## src/rtl/pec_consts.svh

```systemverilog
// Purpose: offsets, field positions, reset values and weights of the pair
// Assumes: byte-style offsets on a 6-bit register port
// Notes:   bit 5 of the address selects the channel
`ifndef PEC_CONSTS_SVH
`define PEC_CONSTS_SVH
`define PEC_CNT_W       48
`define PEC_ADDR_W      6
`define PEC_CH_BIT      5
`define PEC_OFF_CFG     5'h00
`define PEC_OFF_START   5'h04
`define PEC_OFF_END     5'h08
`define PEC_OFF_CNT_LO  5'h0C
`define PEC_OFF_CNT_HI  5'h10
`define PEC_OFF_STAT    5'h14
`define PEC_OFF_CTRL    5'h18
`define PEC_CFG_SEL_LSB 0
`define PEC_CFG_SEL_MSB 4
`define PEC_CFG_MODE    8
`define PEC_CFG_GATE    9
`define PEC_CTRL_INIT   0
`define PEC_STAT_OVF    0
`define PEC_STAT_WIN    1
`define PEC_RST_SEL     5'h00
`define PEC_RST_PC      32'h0000_0000
`define PEC_W_RATIO0    8'h03
`define PEC_W_RATIO1    8'h04
`define PEC_W_RATIO2    8'h06
`define PEC_W_RATIO3    8'h08
`define PEC_W_RATIO4    8'h0C
`define PEC_W_RATIO5    8'h18
`define PEC_FPU_NIBBLE  4'hF
`define PEC_SYS_MASK    16'hF0FF
`endif

```

## src/rtl/pec_pkg.sv

```systemverilog
// Purpose: types shared by the counter pair
// Assumes: constants come from pec_consts.svh
// Notes:   event codes follow enum order
package pec_pkg;
    typedef enum logic [4:0] {
        PEC_EV_ELAPSED, PEC_EV_ICACHE_MISS, PEC_EV_TLB_A, PEC_EV_TLB_B,
        PEC_EV_FETCH_A, PEC_EV_FETCH_B, PEC_EV_ISSUE, PEC_EV_DUAL,
        PEC_EV_FPU, PEC_EV_BRK_A, PEC_EV_BRK_B, PEC_EV_FRZ_I,
        PEC_EV_FRZ_D, PEC_EV_FRZ_BR, PEC_EV_IFILL
    } pec_event_t;
    typedef enum logic {PEC_MODE_CPU, PEC_MODE_RATIO} pec_mode_t;
    typedef struct packed {
        logic [47:0] cnt;
        logic        ovf;
    } pec_chan_st_t;
    typedef struct packed {
        logic [1:0][4:0]  sel;
        logic [1:0]       mode;
        logic [1:0]       gate;
        logic [1:0][31:0] start_pc;
        logic [1:0][31:0] end_pc;
        logic [1:0]       win;
        logic [1:0]       init;
        logic             bt_seen;
        logic [31:0]      rdata;
    } pec_main_st_t;
endpackage

```

## src/rtl/pec_chan.sv

```systemverilog
// Purpose: one 48-bit measurement accumulator with sticky overflow
// Assumes: amount and ratio select arrive on the same clock
// Notes:   init clears count and flag; an active init cycle loads the step
`timescale 1ns/1ns
`include "pec_consts.svh"
module pec_chan
    import pec_pkg::*;
(
    input  wire logic        clk_in,
    input  wire logic        nrst_in,
    input  wire logic        init_in,
    input  wire logic        ratio_mode_in,
    input  wire logic [2:0]  ratio_sel_in,
    input  wire logic        active_in,
    input  wire logic [2:0]  amount_in,
    output logic      [47:0] count_out,
    output logic             ovf_out
);
    pec_chan_st_t st_r;
    pec_chan_st_t st_nxt;
    logic [7:0]   weight;
    logic [10:0]  step;
    logic [48:0]  sum;

    always_comb begin
        case (ratio_sel_in)
            3'h0:    weight = `PEC_W_RATIO0;
            3'h1:    weight = `PEC_W_RATIO1;
            3'h2:    weight = `PEC_W_RATIO2;
            3'h3:    weight = `PEC_W_RATIO3;
            3'h4:    weight = `PEC_W_RATIO4;
            default: weight = `PEC_W_RATIO5;
        endcase
        // event amount in cpu mode, amount times ratio weight otherwise; see (RULE14)
        if (ratio_mode_in == PEC_MODE_RATIO) begin
            step = 11'(amount_in * weight); // see (RULE15)
        end else begin
            step = {8'h00, amount_in}; // see (RULE14)
        end
        sum = {1'b0, st_r.cnt} + {38'h0, step}; // see (RULE17)
        st_nxt = st_r;
        if (init_in) begin
            st_nxt.cnt = 48'h0000_0000_0000;
            st_nxt.ovf = 1'b0; // see (RULE21)
        end
        if (active_in) begin
            st_nxt.cnt = init_in ? 48'(step) : sum[47:0];
            if (!init_in && sum[48]) begin
                st_nxt.ovf = 1'b1; // see (RULE18)
            end
        end
    end

    always_ff @(posedge clk_in or negedge nrst_in) begin
        if (!nrst_in) begin
            st_r <= '0;
        end else begin
            st_r <= st_nxt;
        end
    end

    assign count_out = st_r.cnt;
    assign ovf_out   = st_r.ovf;

    cpu_step_a: assert property (@(posedge clk_in) disable iff (!nrst_in)
        $past(active_in && !init_in && !ratio_mode_in) && !$past(sum[48])
        |-> st_r.cnt == $past(st_r.cnt) + 48'($past(amount_in)))
        else $error("cpu mode step is not the event amount"); // see (RULE14)
    ratio_step_a: assert property (@(posedge clk_in) disable iff (!nrst_in)
        $past(active_in && !init_in && ratio_mode_in && amount_in == 3'h1
        && ratio_sel_in == 3'h5) && !$past(sum[48])
        |-> st_r.cnt == $past(st_r.cnt) + 48'h18)
        else $error("ratio step at top ratio is not 24"); // see (RULE15)
    ovf_sticky_a: assert property (@(posedge clk_in) disable iff (!nrst_in)
        st_r.ovf && !init_in |=> st_r.ovf)
        else $error("overflow flag dropped without init"); // see (RULE21)
    ovf_set_a: assert property (@(posedge clk_in) disable iff (!nrst_in)
        active_in && !init_in && sum[48] |=> st_r.ovf)
        else $error("wraparound did not set overflow"); // see (RULE18)
endmodule

```

## src/rtl/pec_pair.sv

```systemverilog
// Purpose: two-channel performance event counter with register port
// Assumes: core event strobes are synchronous to clk_in (cpu clock)
// Notes:   read data appear only in the cycle after the read strobe
// Contract
// (RULE1) icache miss counts slow and uncached fetches
// (RULE2) icache miss counts speculative overrun fetch misses
// (RULE3) tlb misses count even when overridden
// (RULE4) fetch counters count accepted fetch requests
// (RULE5) dual issue adds one to issue counters
// (RULE6) fetch exception adds one to three
// (RULE7) fpu issue: F opcodes plus fpu system moves
// (RULE8) break matches count even for emulator conditions
// (RULE9) cache freeze includes internal and uncached stalls
// (RULE10) branch freeze adds one per branch; the code adds none for a branch when slot_delayed_in is set
// (RULE11) branch target miss stalls go to fill; the code sends only the second and later stall cycles
// (RULE12) branch freeze observes every branch kind
// (RULE13) counting method chosen per channel
// (RULE14) cpu mode adds one per cycle
// (RULE15) ratio mode adds ratio weight per cycle
// (RULE16) host prefers ratio mode when ratio changes
// (RULE17) each channel holds a 48-bit count
// (RULE18) overflow marks result invalid, reported
// (RULE19) channel gates on start and end pc
// (RULE20) elapsed event counts every window cycle
// (RULE21) sticky overflow cleared with counter by init
// (RULE22) simultaneous events add their combined amount
`timescale 1ns/1ns
`include "pec_consts.svh"
module pec_pair
    import pec_pkg::*;
(
    input  wire logic        clk_in,
    input  wire logic        nrst_in,
    input  wire logic [5:0]  addr_in,
    input  wire logic [31:0] wr_data_in,
    input  wire logic        wr_in,
    input  wire logic        rd_in,
    output logic      [31:0] rd_data_out,
    input  wire logic        run_in,
    input  wire logic [31:0] pc_in,
    input  wire logic        pc_valid_in,
    input  wire logic [2:0]  ratio_sel_in,
    input  wire logic        fetch_slow_in,
    input  wire logic        overrun_fetch_miss_in,
    input  wire logic        itlb_miss_in,
    input  wire logic        dtlb_miss_in,
    input  wire logic        fetch_acc_a_in,
    input  wire logic        fetch_acc_b_in,
    input  wire logic        issue0_in,
    input  wire logic        issue1_in,
    input  wire logic [15:0] opcode0_in,
    input  wire logic [15:0] opcode1_in,
    input  wire logic        fetch_exc_in,
    input  wire logic [1:0]  fetch_exc_cnt_in,
    input  wire logic        brk_match_a_in,
    input  wire logic        brk_match_b_in,
    input  wire logic        istall_cache_in,
    input  wire logic        istall_internal_in,
    input  wire logic        istall_uncached_in,
    input  wire logic        ostall_cache_in,
    input  wire logic        ostall_internal_in,
    input  wire logic        ostall_uncached_in,
    input  wire logic        branch_exec_in,
    input  wire logic        slot_delayed_in,
    input  wire logic        exc_freeze_in,
    input  wire logic        icache_fill_in,
    input  wire logic        bt_miss_stall_in,
    output logic      [1:0]  ovf_out
);
    localparam int NSYS = 8;
    localparam logic [15:0] SYS_PAT [NSYS] = '{
        16'h405A, 16'h4056, 16'h406A, 16'h4066,
        16'h005A, 16'h4052, 16'h006A, 16'h4062
    };

    pec_main_st_t st_r;
    pec_main_st_t st_nxt;
    logic [2:0]   ev_amt [32];
    logic [1:0]   exc_amt;
    logic         dual;
    logic         fpu0;
    logic         fpu1;
    logic [1:0]   start_hit;
    logic [1:0]   end_hit;
    logic [1:0]   ch_active;
    logic [2:0]   ch_amt [2];
    logic [47:0]  ch_cnt [2];
    logic [1:0]   ch_ovf;
    logic         rd_ch;
    logic [4:0]   off;
    logic [31:0]  rd_val;

    function automatic logic is_fpu(input logic [15:0] op);
        logic hit;
        hit = (op[15:12] == `PEC_FPU_NIBBLE);
        for (int k = 0; k < NSYS; k++) begin
            if ((op & `PEC_SYS_MASK) == SYS_PAT[k]) begin
                hit = 1'b1;
            end
        end
        return hit;
    endfunction

    // event amounts for one cycle; distinct sources add, but issue, fpu, stall and fill sources of one event merge; see (RULE22)
    always_comb begin
        for (int e = 0; e < 32; e++) begin
            ev_amt[e] = 3'h0;
        end
        dual    = issue0_in && issue1_in;
        fpu0    = issue0_in && is_fpu(opcode0_in); // see (RULE7)
        fpu1    = issue1_in && is_fpu(opcode1_in); // see (RULE7)
        // a zero count from the core still adds one; see (RULE6)
        exc_amt = !fetch_exc_in ? 2'h0 :
                  (fetch_exc_cnt_in == 2'h0) ? 2'h1 : fetch_exc_cnt_in;
        ev_amt[PEC_EV_ELAPSED] = 3'h1; // see (RULE20)
        ev_amt[PEC_EV_ICACHE_MISS] = {2'h0, fetch_slow_in} // see (RULE1)
            + {2'h0, overrun_fetch_miss_in}; // see (RULE2)
        ev_amt[PEC_EV_TLB_A]   = {2'h0, itlb_miss_in}; // see (RULE3)
        ev_amt[PEC_EV_TLB_B]   = {2'h0, dtlb_miss_in}; // see (RULE3)
        ev_amt[PEC_EV_FETCH_A] = {2'h0, fetch_acc_a_in}; // see (RULE4)
        ev_amt[PEC_EV_FETCH_B] = {2'h0, fetch_acc_b_in}; // see (RULE4)
        ev_amt[PEC_EV_ISSUE] = {2'h0, issue0_in || issue1_in} // see (RULE5)
            + {1'b0, exc_amt}; // see (RULE6)
        ev_amt[PEC_EV_DUAL] = {2'h0, dual} + {1'b0, exc_amt}; // see (RULE6)
        ev_amt[PEC_EV_FPU]  = {2'h0, fpu0 || fpu1}; // see (RULE5)
        ev_amt[PEC_EV_BRK_A] = {2'h0, brk_match_a_in}; // see (RULE8)
        ev_amt[PEC_EV_BRK_B] = {2'h0, brk_match_b_in}; // see (RULE8)
        ev_amt[PEC_EV_FRZ_I] = {2'h0, istall_cache_in // see (RULE9)
            || istall_internal_in || istall_uncached_in};
        ev_amt[PEC_EV_FRZ_D] = {2'h0, ostall_cache_in // see (RULE9)
            || ostall_internal_in || ostall_uncached_in};
        // any branch kind, one cycle unless the slot runs late
        ev_amt[PEC_EV_FRZ_BR] = // see (RULE10) (RULE12)
            {2'h0, branch_exec_in && !slot_delayed_in}
            + {2'h0, exc_freeze_in};
        // second and later target-miss stall cycles; see (RULE11)
        ev_amt[PEC_EV_IFILL] = {2'h0, icache_fill_in
            || (bt_miss_stall_in && st_r.bt_seen)};
    end

    genvar g;
    generate
        for (g = 0; g < 2; g++) begin : g_ch
            assign start_hit[g] = pc_valid_in
                && pc_in == st_r.start_pc[g];
            assign end_hit[g]   = pc_valid_in && pc_in == st_r.end_pc[g];
            // whole run, or from start pc through end pc; see (RULE19)
            assign ch_active[g] = run_in
                && (!st_r.gate[g] || st_r.win[g] || start_hit[g]);
            assign ch_amt[g]    = ev_amt[st_r.sel[g]];
            pec_chan u_chan (
                .clk_in        (clk_in),
                .nrst_in       (nrst_in),
                .init_in       (st_r.init[g]),
                .ratio_mode_in (st_r.mode[g]), // see (RULE13)
                .ratio_sel_in  (ratio_sel_in),
                .active_in     (ch_active[g]),
                .amount_in     (ch_amt[g]),
                .count_out     (ch_cnt[g]),
                .ovf_out       (ch_ovf[g])
            );
        end
    endgenerate

    assign rd_ch = addr_in[`PEC_CH_BIT];
    assign off   = addr_in[4:0];

    always_comb begin
        if (off == `PEC_OFF_CFG) begin
            rd_val = {22'h0, st_r.gate[rd_ch], st_r.mode[rd_ch], 3'h0,
                      st_r.sel[rd_ch]};
        end else if (off == `PEC_OFF_START) begin
            rd_val = st_r.start_pc[rd_ch];
        end else if (off == `PEC_OFF_END) begin
            rd_val = st_r.end_pc[rd_ch];
        end else if (off == `PEC_OFF_CNT_LO) begin
            rd_val = ch_cnt[rd_ch][31:0];
        end else if (off == `PEC_OFF_CNT_HI) begin
            rd_val = {16'h0, ch_cnt[rd_ch][47:32]};
        end else if (off == `PEC_OFF_STAT) begin
            // invalid result reported to the host; see (RULE18)
            rd_val = {30'h0, st_r.win[rd_ch], ch_ovf[rd_ch]};
        end else begin
            rd_val = 32'h0000_0000;
        end
    end

    always_comb begin
        st_nxt         = st_r;
        st_nxt.init    = 2'b00;
        st_nxt.bt_seen = bt_miss_stall_in; // see (RULE11)
        st_nxt.rdata   = rd_in ? rd_val : 32'h0000_0000;
        for (int c = 0; c < 2; c++) begin
            st_nxt.win[c] = st_r.gate[c] && run_in // see (RULE19)
                && (start_hit[c] || (st_r.win[c] && !end_hit[c]));
        end
        if (wr_in) begin
            if (off == `PEC_OFF_CFG) begin
                st_nxt.sel[rd_ch]  =
                    wr_data_in[`PEC_CFG_SEL_MSB:`PEC_CFG_SEL_LSB];
                st_nxt.mode[rd_ch] = wr_data_in[`PEC_CFG_MODE];
                st_nxt.gate[rd_ch] = wr_data_in[`PEC_CFG_GATE];
            end else if (off == `PEC_OFF_START) begin
                st_nxt.start_pc[rd_ch] = wr_data_in;
            end else if (off == `PEC_OFF_END) begin
                st_nxt.end_pc[rd_ch] = wr_data_in;
            end else if (off == `PEC_OFF_CTRL) begin // see (RULE21)
                st_nxt.init[rd_ch] = wr_data_in[`PEC_CTRL_INIT];
            end
        end
    end

    always_ff @(posedge clk_in or negedge nrst_in) begin
        if (!nrst_in) begin
            st_r <= '0;
        end else begin
            st_r <= st_nxt;
        end
    end

    assign rd_data_out = st_r.rdata;
    assign ovf_out     = ch_ovf;

    rd_only_after_a: assert property (@(posedge clk_in)
        disable iff (!nrst_in)
        !$past(rd_in) |-> rd_data_out == 32'h0000_0000)
        else $error("read data shown without a read");
    stat_ovf_a: assert property (@(posedge clk_in) disable iff (!nrst_in)
        rd_in && off == `PEC_OFF_STAT
        |=> rd_data_out[0] == $past(ovf_out[rd_ch]))
        else $error("status read does not show overflow"); // see (RULE18)
    dual_one_a: assert property (@(posedge clk_in) disable iff (!nrst_in)
        dual && !fetch_exc_in |-> ev_amt[PEC_EV_ISSUE] == 3'h1
        && ev_amt[PEC_EV_FPU] <= 3'h1)
        else $error("dual issue did not add exactly one"); // see (RULE5)
    exc_range_a: assert property (@(posedge clk_in) disable iff (!nrst_in)
        fetch_exc_in |-> exc_amt >= 2'h1 && exc_amt <= 2'h3)
        else $error("fetch exception amount out of range"); // see (RULE6)
    fpu_nibble_a: assert property (@(posedge clk_in) disable iff (!nrst_in)
        issue0_in && opcode0_in[15:12] == 4'hF |-> ev_amt[PEC_EV_FPU] == 3'h1)
        else $error("F opcode not counted as fpu issue"); // see (RULE7)
    branch_one_a: assert property (@(posedge clk_in) disable iff (!nrst_in)
        branch_exec_in && !slot_delayed_in && !exc_freeze_in
        |-> ev_amt[PEC_EV_FRZ_BR] == 3'h1)
        else $error("branch freeze not exactly one"); // see (RULE10)
    fill_route_a: assert property (@(posedge clk_in) disable iff (!nrst_in)
        bt_miss_stall_in && $past(bt_miss_stall_in)
        |-> ev_amt[PEC_EV_IFILL] == 3'h1)
        else $error("target miss stall not sent to fill"); // see (RULE11)
    win_close_a: assert property (@(posedge clk_in) disable iff (!nrst_in)
        st_r.gate[0] && st_r.win[0] && end_hit[0] && !start_hit[0]
        |=> !st_r.win[0])
        else $error("window did not close at end pc"); // see (RULE19)
endmodule

```

## config.mk

```make
export PLATFORM = sky130hd
export DESIGN_NAME = pec_pair
export DESIGN_NICKNAME = d
export VERILOG_FILES = /design/src/rtl/pec_pkg.sv /design/src/rtl/pec_chan.sv /design/src/rtl/pec_pair.sv
export VERILOG_INCLUDE_DIRS = /design/src /design/src/rtl
export SDC_FILE = /design/constraint.sdc
export NUM_CORES = 1
export LEC_CHECK = 0
export ABC_CLOCK_PERIOD_IN_PS = 6700
export BUFFER_PORTS_ARGS = -buffer_cell sky130_fd_sc_hd__buf_2
export CAP_MARGIN = 5
export CORE_MARGIN = 10
export CORE_UTILIZATION = 60
export CTS_BUF_LIST = sky130_fd_sc_hd__clkbuf_16
export CTS_CLUSTER_DIAMETER = 60
export CTS_CLUSTER_SIZE = 8
export DETAILED_ROUTE_END_ITERATION = 8
export HOLD_SLACK_MARGIN = 0.05
export PLACE_DENSITY = 0.89
export SKIP_CTS_REPAIR_TIMING = 1
export SLEW_MARGIN = 25
export SYNTH_ARGS = -nofsm -noshare
export SYNTH_HDL_FRONTEND = slang
export SYNTH_SLANG_ARGS = --single-unit
```

## constraint.sdc

```tcl
create_clock -name clk_in -period 6.7 [get_ports clk_in]
set_input_delay 1.34 -clock clk_in [delete_from_list [all_inputs] [get_ports clk_in]]
set_output_delay 1.34 -clock clk_in [all_outputs]
set_load 0.02 [all_outputs]
```

-- Word level (Yosys, flattened, before mapping)
Cells that the tools add are included.
- eq/ne operators: 32
- $add $sub $neg: 6
- bitwise operators: 6
- magnitude comparators: 5
- reductions and logical operators: 48
- multiply operators: 2
- muxes and demuxes: 75
- operators with widths (kind ; number):
    $mux 32 ; 10
    $mux 48 ; 5
    $mux 49 ; 4
    $eq 12x11->1 const B ; 12
    $bwmux 64 ; 2
    $eq 32x32->1 ; 4
    $add 48x11->49 ; 2
    $eq 12x7->1 const B ; 4
    $demux 32 s1 ; 1
    $bmux 3 s5 ; 2
    $mux 1 ; 27
    $pmux 5 s5 ; 1
    $mux 11 ; 2
    $logic_and 1x1->1 ; 20
    $mul 3x5->8 ; 2
    $mux 16 ; 1
    $mux 2 ; 8
    $eq 5x5->1 const B ; 3
    $mux 5 ; 3
    $logic_or 1x1->1 ; 13
    $ge 6x6->1 const B ; 2
    $mux 3 ; 4
    $not 5->6 ; 2
    $bwmux 10 ; 1
    other kinds (25) ; 39
- register bits after elaboration: 277
- output and inout bits: 34
- bits of input ports: 135
- logic and storage cells: 190

-- Longest topological paths before layout
- depth in word-level cells: 20
- mapped depth: 26
- gate-level depth less buffers: 25

-- By module
From an unflattened synthesis, not the netlist that was laid out.
- cells, all modules: 1750
- area, all modules: 17942.2 um2
- by module, submodules not included (module ; area an instance (um2) ; seq. area each (um2) ; instances ; cells each):
    pec_pair ; 10801.6 ; 4479.3 ; 1 ; 930
    pec_chan (g_ch[1].u_chan) ; 3627.2 ; 1226.2 ; 1 ; 408
    pec_chan (g_ch[0].u_chan) ; 3513.4 ; 1226.2 ; 1 ; 412

-- Least setup slack after synthesis
OpenSTA, ideal clock, no wires.
- kind: input -> register
- from: input port opcode0_in[6]
- to: register g_ch[0].u_chan.st_r, in the netlist g_ch[0].u_chan.count_out[19]
- setup slack: 0.540 ns
- arrival: 6.024 ns
- stages: 22
- buffers on the path: 1
- library setup time: 0.136 ns
- data required time: 6.564 ns
- cells stage by stage: nor4bb_1 > a31o_2 > a32o_1 > mux4_2 > mux2_2 > o21a_1 > nand2_1 > fa_1 > inv_1 > ha_1 > a21o_1 > a21oi_1 > xnor2_1 > and2_1 > ha_1 > or2_2 > o221a_2 > o21ba_2 > o31ai_1 > clkbuf_1 > or3_1 > a21oi_1
- word-level cells in the longest chain between the ends: 19
- elaborated cells on any way between the ends: 26
- those cells by class: add/sub: 1; mul: 1; eq/ne: 8; mux: 14; reduce/logical: 2
- ends and longest elaborated chain (item ; RTL line ; text):
    from (decl) ; pec_pair.sv:51 ; input wire logic [15:0] opcode0_in,
    $eq 12x11->1 ; pec_pair.sv:97 ; if ((op & `PEC_SYS_MASK) == SYS_PAT[k]) begin
    $mux 1 (7 in a row) ; pec_pair.sv:97 ;
    $mux 1 (*) ; pec_pair.sv:97 ;
    $logic_and 1x1->1 (*) ; pec_pair.sv:110 ; fpu0 = issue0_in && is_fpu(opcode0_in);
    $logic_or 1x1->1 (*) ; pec_pair.sv:125 ; ev_amt[PEC_EV_FPU] = {2'h0, fpu0 || fpu1};
    $bmux 3 s5 (*) ; pec_pair.sv:150 ; assign ch_amt[g] = ev_amt[st_r.sel[g]];
    $mux 3 (implied by the code) (*) (2 in a row) ; pec_pair.sv:150 ;
    $mul 3x5->8 ; pec_chan.sv:36 ; step = 11'(amount_in * weight);
    $mux 11 (*) ; pec_chan.sv:35 ; if (ratio_mode_in == PEC_MODE_RATIO) begin
    $add 48x11->49 (*) ; pec_chan.sv:40 ; sum = {1'b0, st_r.cnt} + {38'h0, step};
    $mux 48 (*) ; pec_chan.sv:47 ; st_nxt.cnt = init_in ? 48'(step) : sum[47:0];
    $mux 49 (*) ; pec_chan.sv:46 ; if (active_in) begin
    to (signal assigned) ; pec_chan.sv:58 ; st_r <= st_nxt;
    to (decl) ; pec_chan.sv:19 ; pec_chan_st_t st_r;
Mark *: on every way between the ends. The rest lies on a longest branch, timed or not. The select of a mux whose other input is x is not followed.
A chain may end at the register's enable or synchronous reset.

-- Final worst setup path
- from: input port issue1_in
- to: register g_ch[0].u_chan.st_r, in the netlist g_ch[0].u_chan.count_out[26]
- word-level cells in the longest chain between the ends: 10
- elaborated cells on any way between the ends: 14
- those cells by class: add/sub: 3; mul: 1; mux: 6; reduce/logical: 4
- ends and longest elaborated chain (item ; RTL line ; text):
    from (decl) ; pec_pair.sv:50 ; input wire logic issue1_in,
    $logic_and 1x1->1, or another cell as far along ; pec_pair.sv:109 ; dual = issue0_in && issue1_in;
    $add 1x2->3, or another cell as far along ; pec_pair.sv:124 ; ev_amt[PEC_EV_DUAL] = {2'h0, dual} + {1'b0, exc_amt};
    $bmux 3 s5 (*) ; pec_pair.sv:150 ;
    $mux 3 (implied by the code) (*) (2 in a row) ; pec_pair.sv:150 ;
    $mul 3x5->8 ; pec_chan.sv:36 ;
    $mux 11 (*) ; pec_chan.sv:35 ;
    $add 48x11->49 (*) ; pec_chan.sv:40 ;
    $mux 48 (*) ; pec_chan.sv:47 ;
    $mux 49 (*) ; pec_chan.sv:46 ;
Marked as above.

==> flow_metrics.py <==
metrics = {
    "timing": {
        "maxSlewViolCount": 0,
        "holdWs_ns": 0.549,
        "fin_worst_skew_ns": 0.0237,
        "tns_ns": 0,
        "maxSlewHeadroom": 0.293,
        "setup_viol": 0,
        "rsz0062_at_grt": "no",
        "tightest_slew_ns": 1.03,
        "max_freq_ghz": 0.158,
        "finalHoldViolCount": 0,
        "layout_setup_ws_ns": 0.358,
        "fin_crit_ns": 6.34,
        "fin_crit_sh": 0.947,
    },
    "pwr": {
        "p_clk_frac": 0.384,
        "p_leak_nw": 8.67,
        "powerDensity_nw_per_um2": 246,
        "power.total_w": 0.00474,
        "swShare": 0.297,
        "p_comb_frac": 0.192,
        "power.switching_w": 0.00141,
        "max-vdd-ir-drop_mv": 0.238,
        "p_int_w": 0.00333,
        "p_seq_frac": 0.424,
    },
    "logic_synthesis": {
        "synth-seq-cells": 277,
        "syn_inst": 1709,
        "synth_edf_count": 0,
        "async_reset_ff_frac": 1.00,
        "syn_area_per_cell_sq_um": 10.1,
        "synth_fp_nets": 1888,
        "seq_area_frac_synth": 0.403,
        "synth_cell_types": 63,
        "synth_area_sq_um": 17200,
        "ys.flop_type": "dfrtp_1",
        "yosys_warnings": 0,
    },
    "layout": {
        "drive_gt1_frac": 0.225,
        "nNetsFinal": 1997,
        "area_growth_syn_to_layout_pct": 12.0,
        "finish.utilization": 0.687,
    },
    "detailed_routing": {
        "post_drt_wl_per_cell_microns": 23.6,
        "drc": 0,
        "vias": 14800,
        "first_pass_iters": 6,
        "routed_via_density": 6.68,
        "drt_wl_total_microns": 52100,
        "drt_iter0_drc": 1727,
        "ant_nets": 0,
    },
    "run": {
        "drv_cap": 0,
    },
    "setup_path": {
        "crit_buf_inv": 3,
        "critPathCaptureType": "flip-flop",
        "worst_path_most_repeated_cell": "ha_1",
        "required_ns": 7.13,
        "critical_path.slowest_cell": "fa_1",
        "path_class": "input port to flip-flop",
        "slowest_delay_ns": 0.53,
        "path_max_fanout": 21,
        "critPathTopFamily": "adder cells",
        "start_kind": "input port",
        "arrival_ns": 6.77,
    },
    "place": {
        "place.gp.congestion": 0.948,
        "dp_hpwl_microns": 37300,
        "port_buffers": 160,
        "pre_cts_ws_ns": -0.0242,
    },
    "hold_path": {
        "hp-class": "flip-flop to flip-flop",
    },
    "cts": {
        "cts_root_buf": "clkbuf_16",
        "cts_buffer_depth": 3,
        "clock-sinks": 277,
        "tritoncts": "built",
        "cts_buffers": 41,
        "clock_latency_ns": 0.54,
        "clk_pin_slew_ns": 0.05,
        "cts_max_level": 2,
    },
    "floorplan": {
        "fp.dieArea_sq_um": 35800,
        "core_sq_um": 28000,
        "start_util": 0.614,
        "num_rows": 61,
        "die_width_microns": 189,
        "die_y_microns": 189,
        "io_pins": 169,
    },
    "global_route": {
        "grt_max_degree": 106,
        "grt_usage": 0.282,
        "grt_pass1_wl_microns": 81300,
        "grt_overflow_total": 0,
        "first_global_vias": 14800,
        "antenna_found_initial": 7,
    },
    "run_status": {
        "status": "finished clean",
    },
}
[registers in the layout (all words and copies together) (netlist names)]
name / cells
rd_data_out: 32
g_ch.u_chan.ovf_out: 2
st_r: 147
g_ch.u_chan.count_out: 96
[layout by cell type, fill, tap and decap left out, types with 19 or more instances in the layout]
| cell type | n |
|---|---|
| o21ai_0 | 71 |
| buf_2 | 158 |
| nand3_1 | 42 |
| buf_4 | 19 |
| nand2_1 | 83 |
| a21oi_1 | 134 |
| nor3_1 | 20 |
| xnor2_1 | 73 |
| mux2i_1 | 112 |
| o22ai_1 | 40 |
| or3_1 | 48 |
| dfrtp_1 | 277 |
| nand4_1 | 32 |
| nor4_1 | 21 |
| xor2_1 | 71 |
| inv_1 | 51 |
| ha_1 | 34 |
| clkbuf_16 | 41 |
| or4_1 | 36 |
| mux2_2 | 156 |
| nor2_1 | 77 |
| o31ai_1 | 36 |
[path summary, 6_finish.rpt]
check	endpoint	from	slack, ns	depth (start not counted)
worst max register to register	g_ch[1].u_chan.count_out[26]$_DFFE_PN0P_	st_r[174]$_DFFE_PN0P_	1.24	21
worst min register to register	g_ch[0].u_chan.ovf_out$_DFF_PN0_	g_ch[0].u_chan.ovf_out$_DFF_PN0_	0.55	1
min in group asynchronous	st_r[136]$_DFFE_PN0P_	nrst_in	0.86	1
worst max-delay path	g_ch[0].u_chan.count_out[26]$_DFFE_PN0P_	issue1_in	0.36	25
max in group asynchronous	g_ch[0].u_chan.count_out[28]$_DFFE_PN0P_	nrst_in	4.54	2
worst min-delay path	g_ch[0].u_chan.ovf_out$_DFF_PN0_	g_ch[0].u_chan.ovf_out$_DFF_PN0_	0.55	1
[routing by layer]
| layer | vias up | share of wire | routed length [microns] | GRT usage |
|---|---|---|---|---|
| met1 | 7197 | 0.36 | 18800 | 0.328 |
| met2 | 886 | 0.48 | 25200 | 0.465 |
| met5 | - | 0.00058 | 30 | 0 |
| met3 | 203 | 0.097 | 5050 | 0.0746 |
| met4 | 4 | 0.058 | 3000 | 0.158 |
| li1 | 6461 | - | - | - |
[through the flow]
| stage | instances | cell area [sq um] |
|---|---|---|
| 6_report | 2207 | 19300 |
| 3_3_place_gp | 2153 | 18100 |
| 5_1_grt | 2206 | 19300 |
| 4_1_cts | 2202 | 19200 |
| 2_1_floorplan | 1709 | 17200 |
| 3_5_place_dp | 2153 | 18100 |
[logic make-up (layout without fill, tap and decap cells)]
| logic type | count (synthesis) | in the layout | share of synthesized area |
|---|---|---|---|
| other | 0 | 5 | 0 |
| buffers and inverters | 166 | 281 | 0.0440 |
| muxes | 273 | 273 | 0.174 |
| xor gates and xnor gates | 144 | 144 | 0.0733 |
| and+or+nand+nor | 433 | 433 | 0.134 |
| DFF | 277 | 277 | 0.403 |
| AOI/OAI and AO/OA | 370 | 370 | 0.135 |
| adders and majority gates | 46 | 46 | 0.0375 |
[layout make-up]
| class | count | area [sq um] |
|---|---|---|
| fill | 1961 | 8760 |
| tap | 378 | 473 |
| sequential | 277 | 6930 |
| clock inverter | 8 | 61.3 |
| inverter | 49 | 184 |
| multi-input combinational | 1266 | 9540 |
| antenna | 5 | 12.5 |
| clock buffer | 41 | 1030 |
| timing repair buffer | 183 | 1020 |
[synthesized netlist by cell type (35+ instances only)]
cell type	instances	area (sq um)
nor2_1	81	304
nand3_1	43	215
a21oi_1	134	671
buf_4	35	263
dfrtp_1	277	6930
o21ai_0	71	355
or3_1	48	300
o31ai_1	38	285
inv_1	48	180
nand2_1	83	312
mux2_2	156	1760
xor2_1	71	622
or4_1	36	270
mux2i_1	112	1120
clkbuf_1	71	267
xnor2_1	73	639
o22ai_1	40	250
[power groups by stage]
| stage | logic, W | clock network, W | registers (W) |
|---|---|---|---|
| 2_1_floorplan | 0.000617 | 0 | 0.00197 |
| 3_3_place_gp | 0.000833 | 0 | 0.00201 |
| 3_5_place_dp | 0.000875 | 0 | 0.00203 |
| 4_1_cts | 0.000892 | 0.00183 | 0.00201 |
| 5_1_grt | 0.000984 | 0.00190 | 0.00203 |
| 6_report | 0.000909 | 0.00182 | 0.00201 |
(Power assumes the default switching activity.)
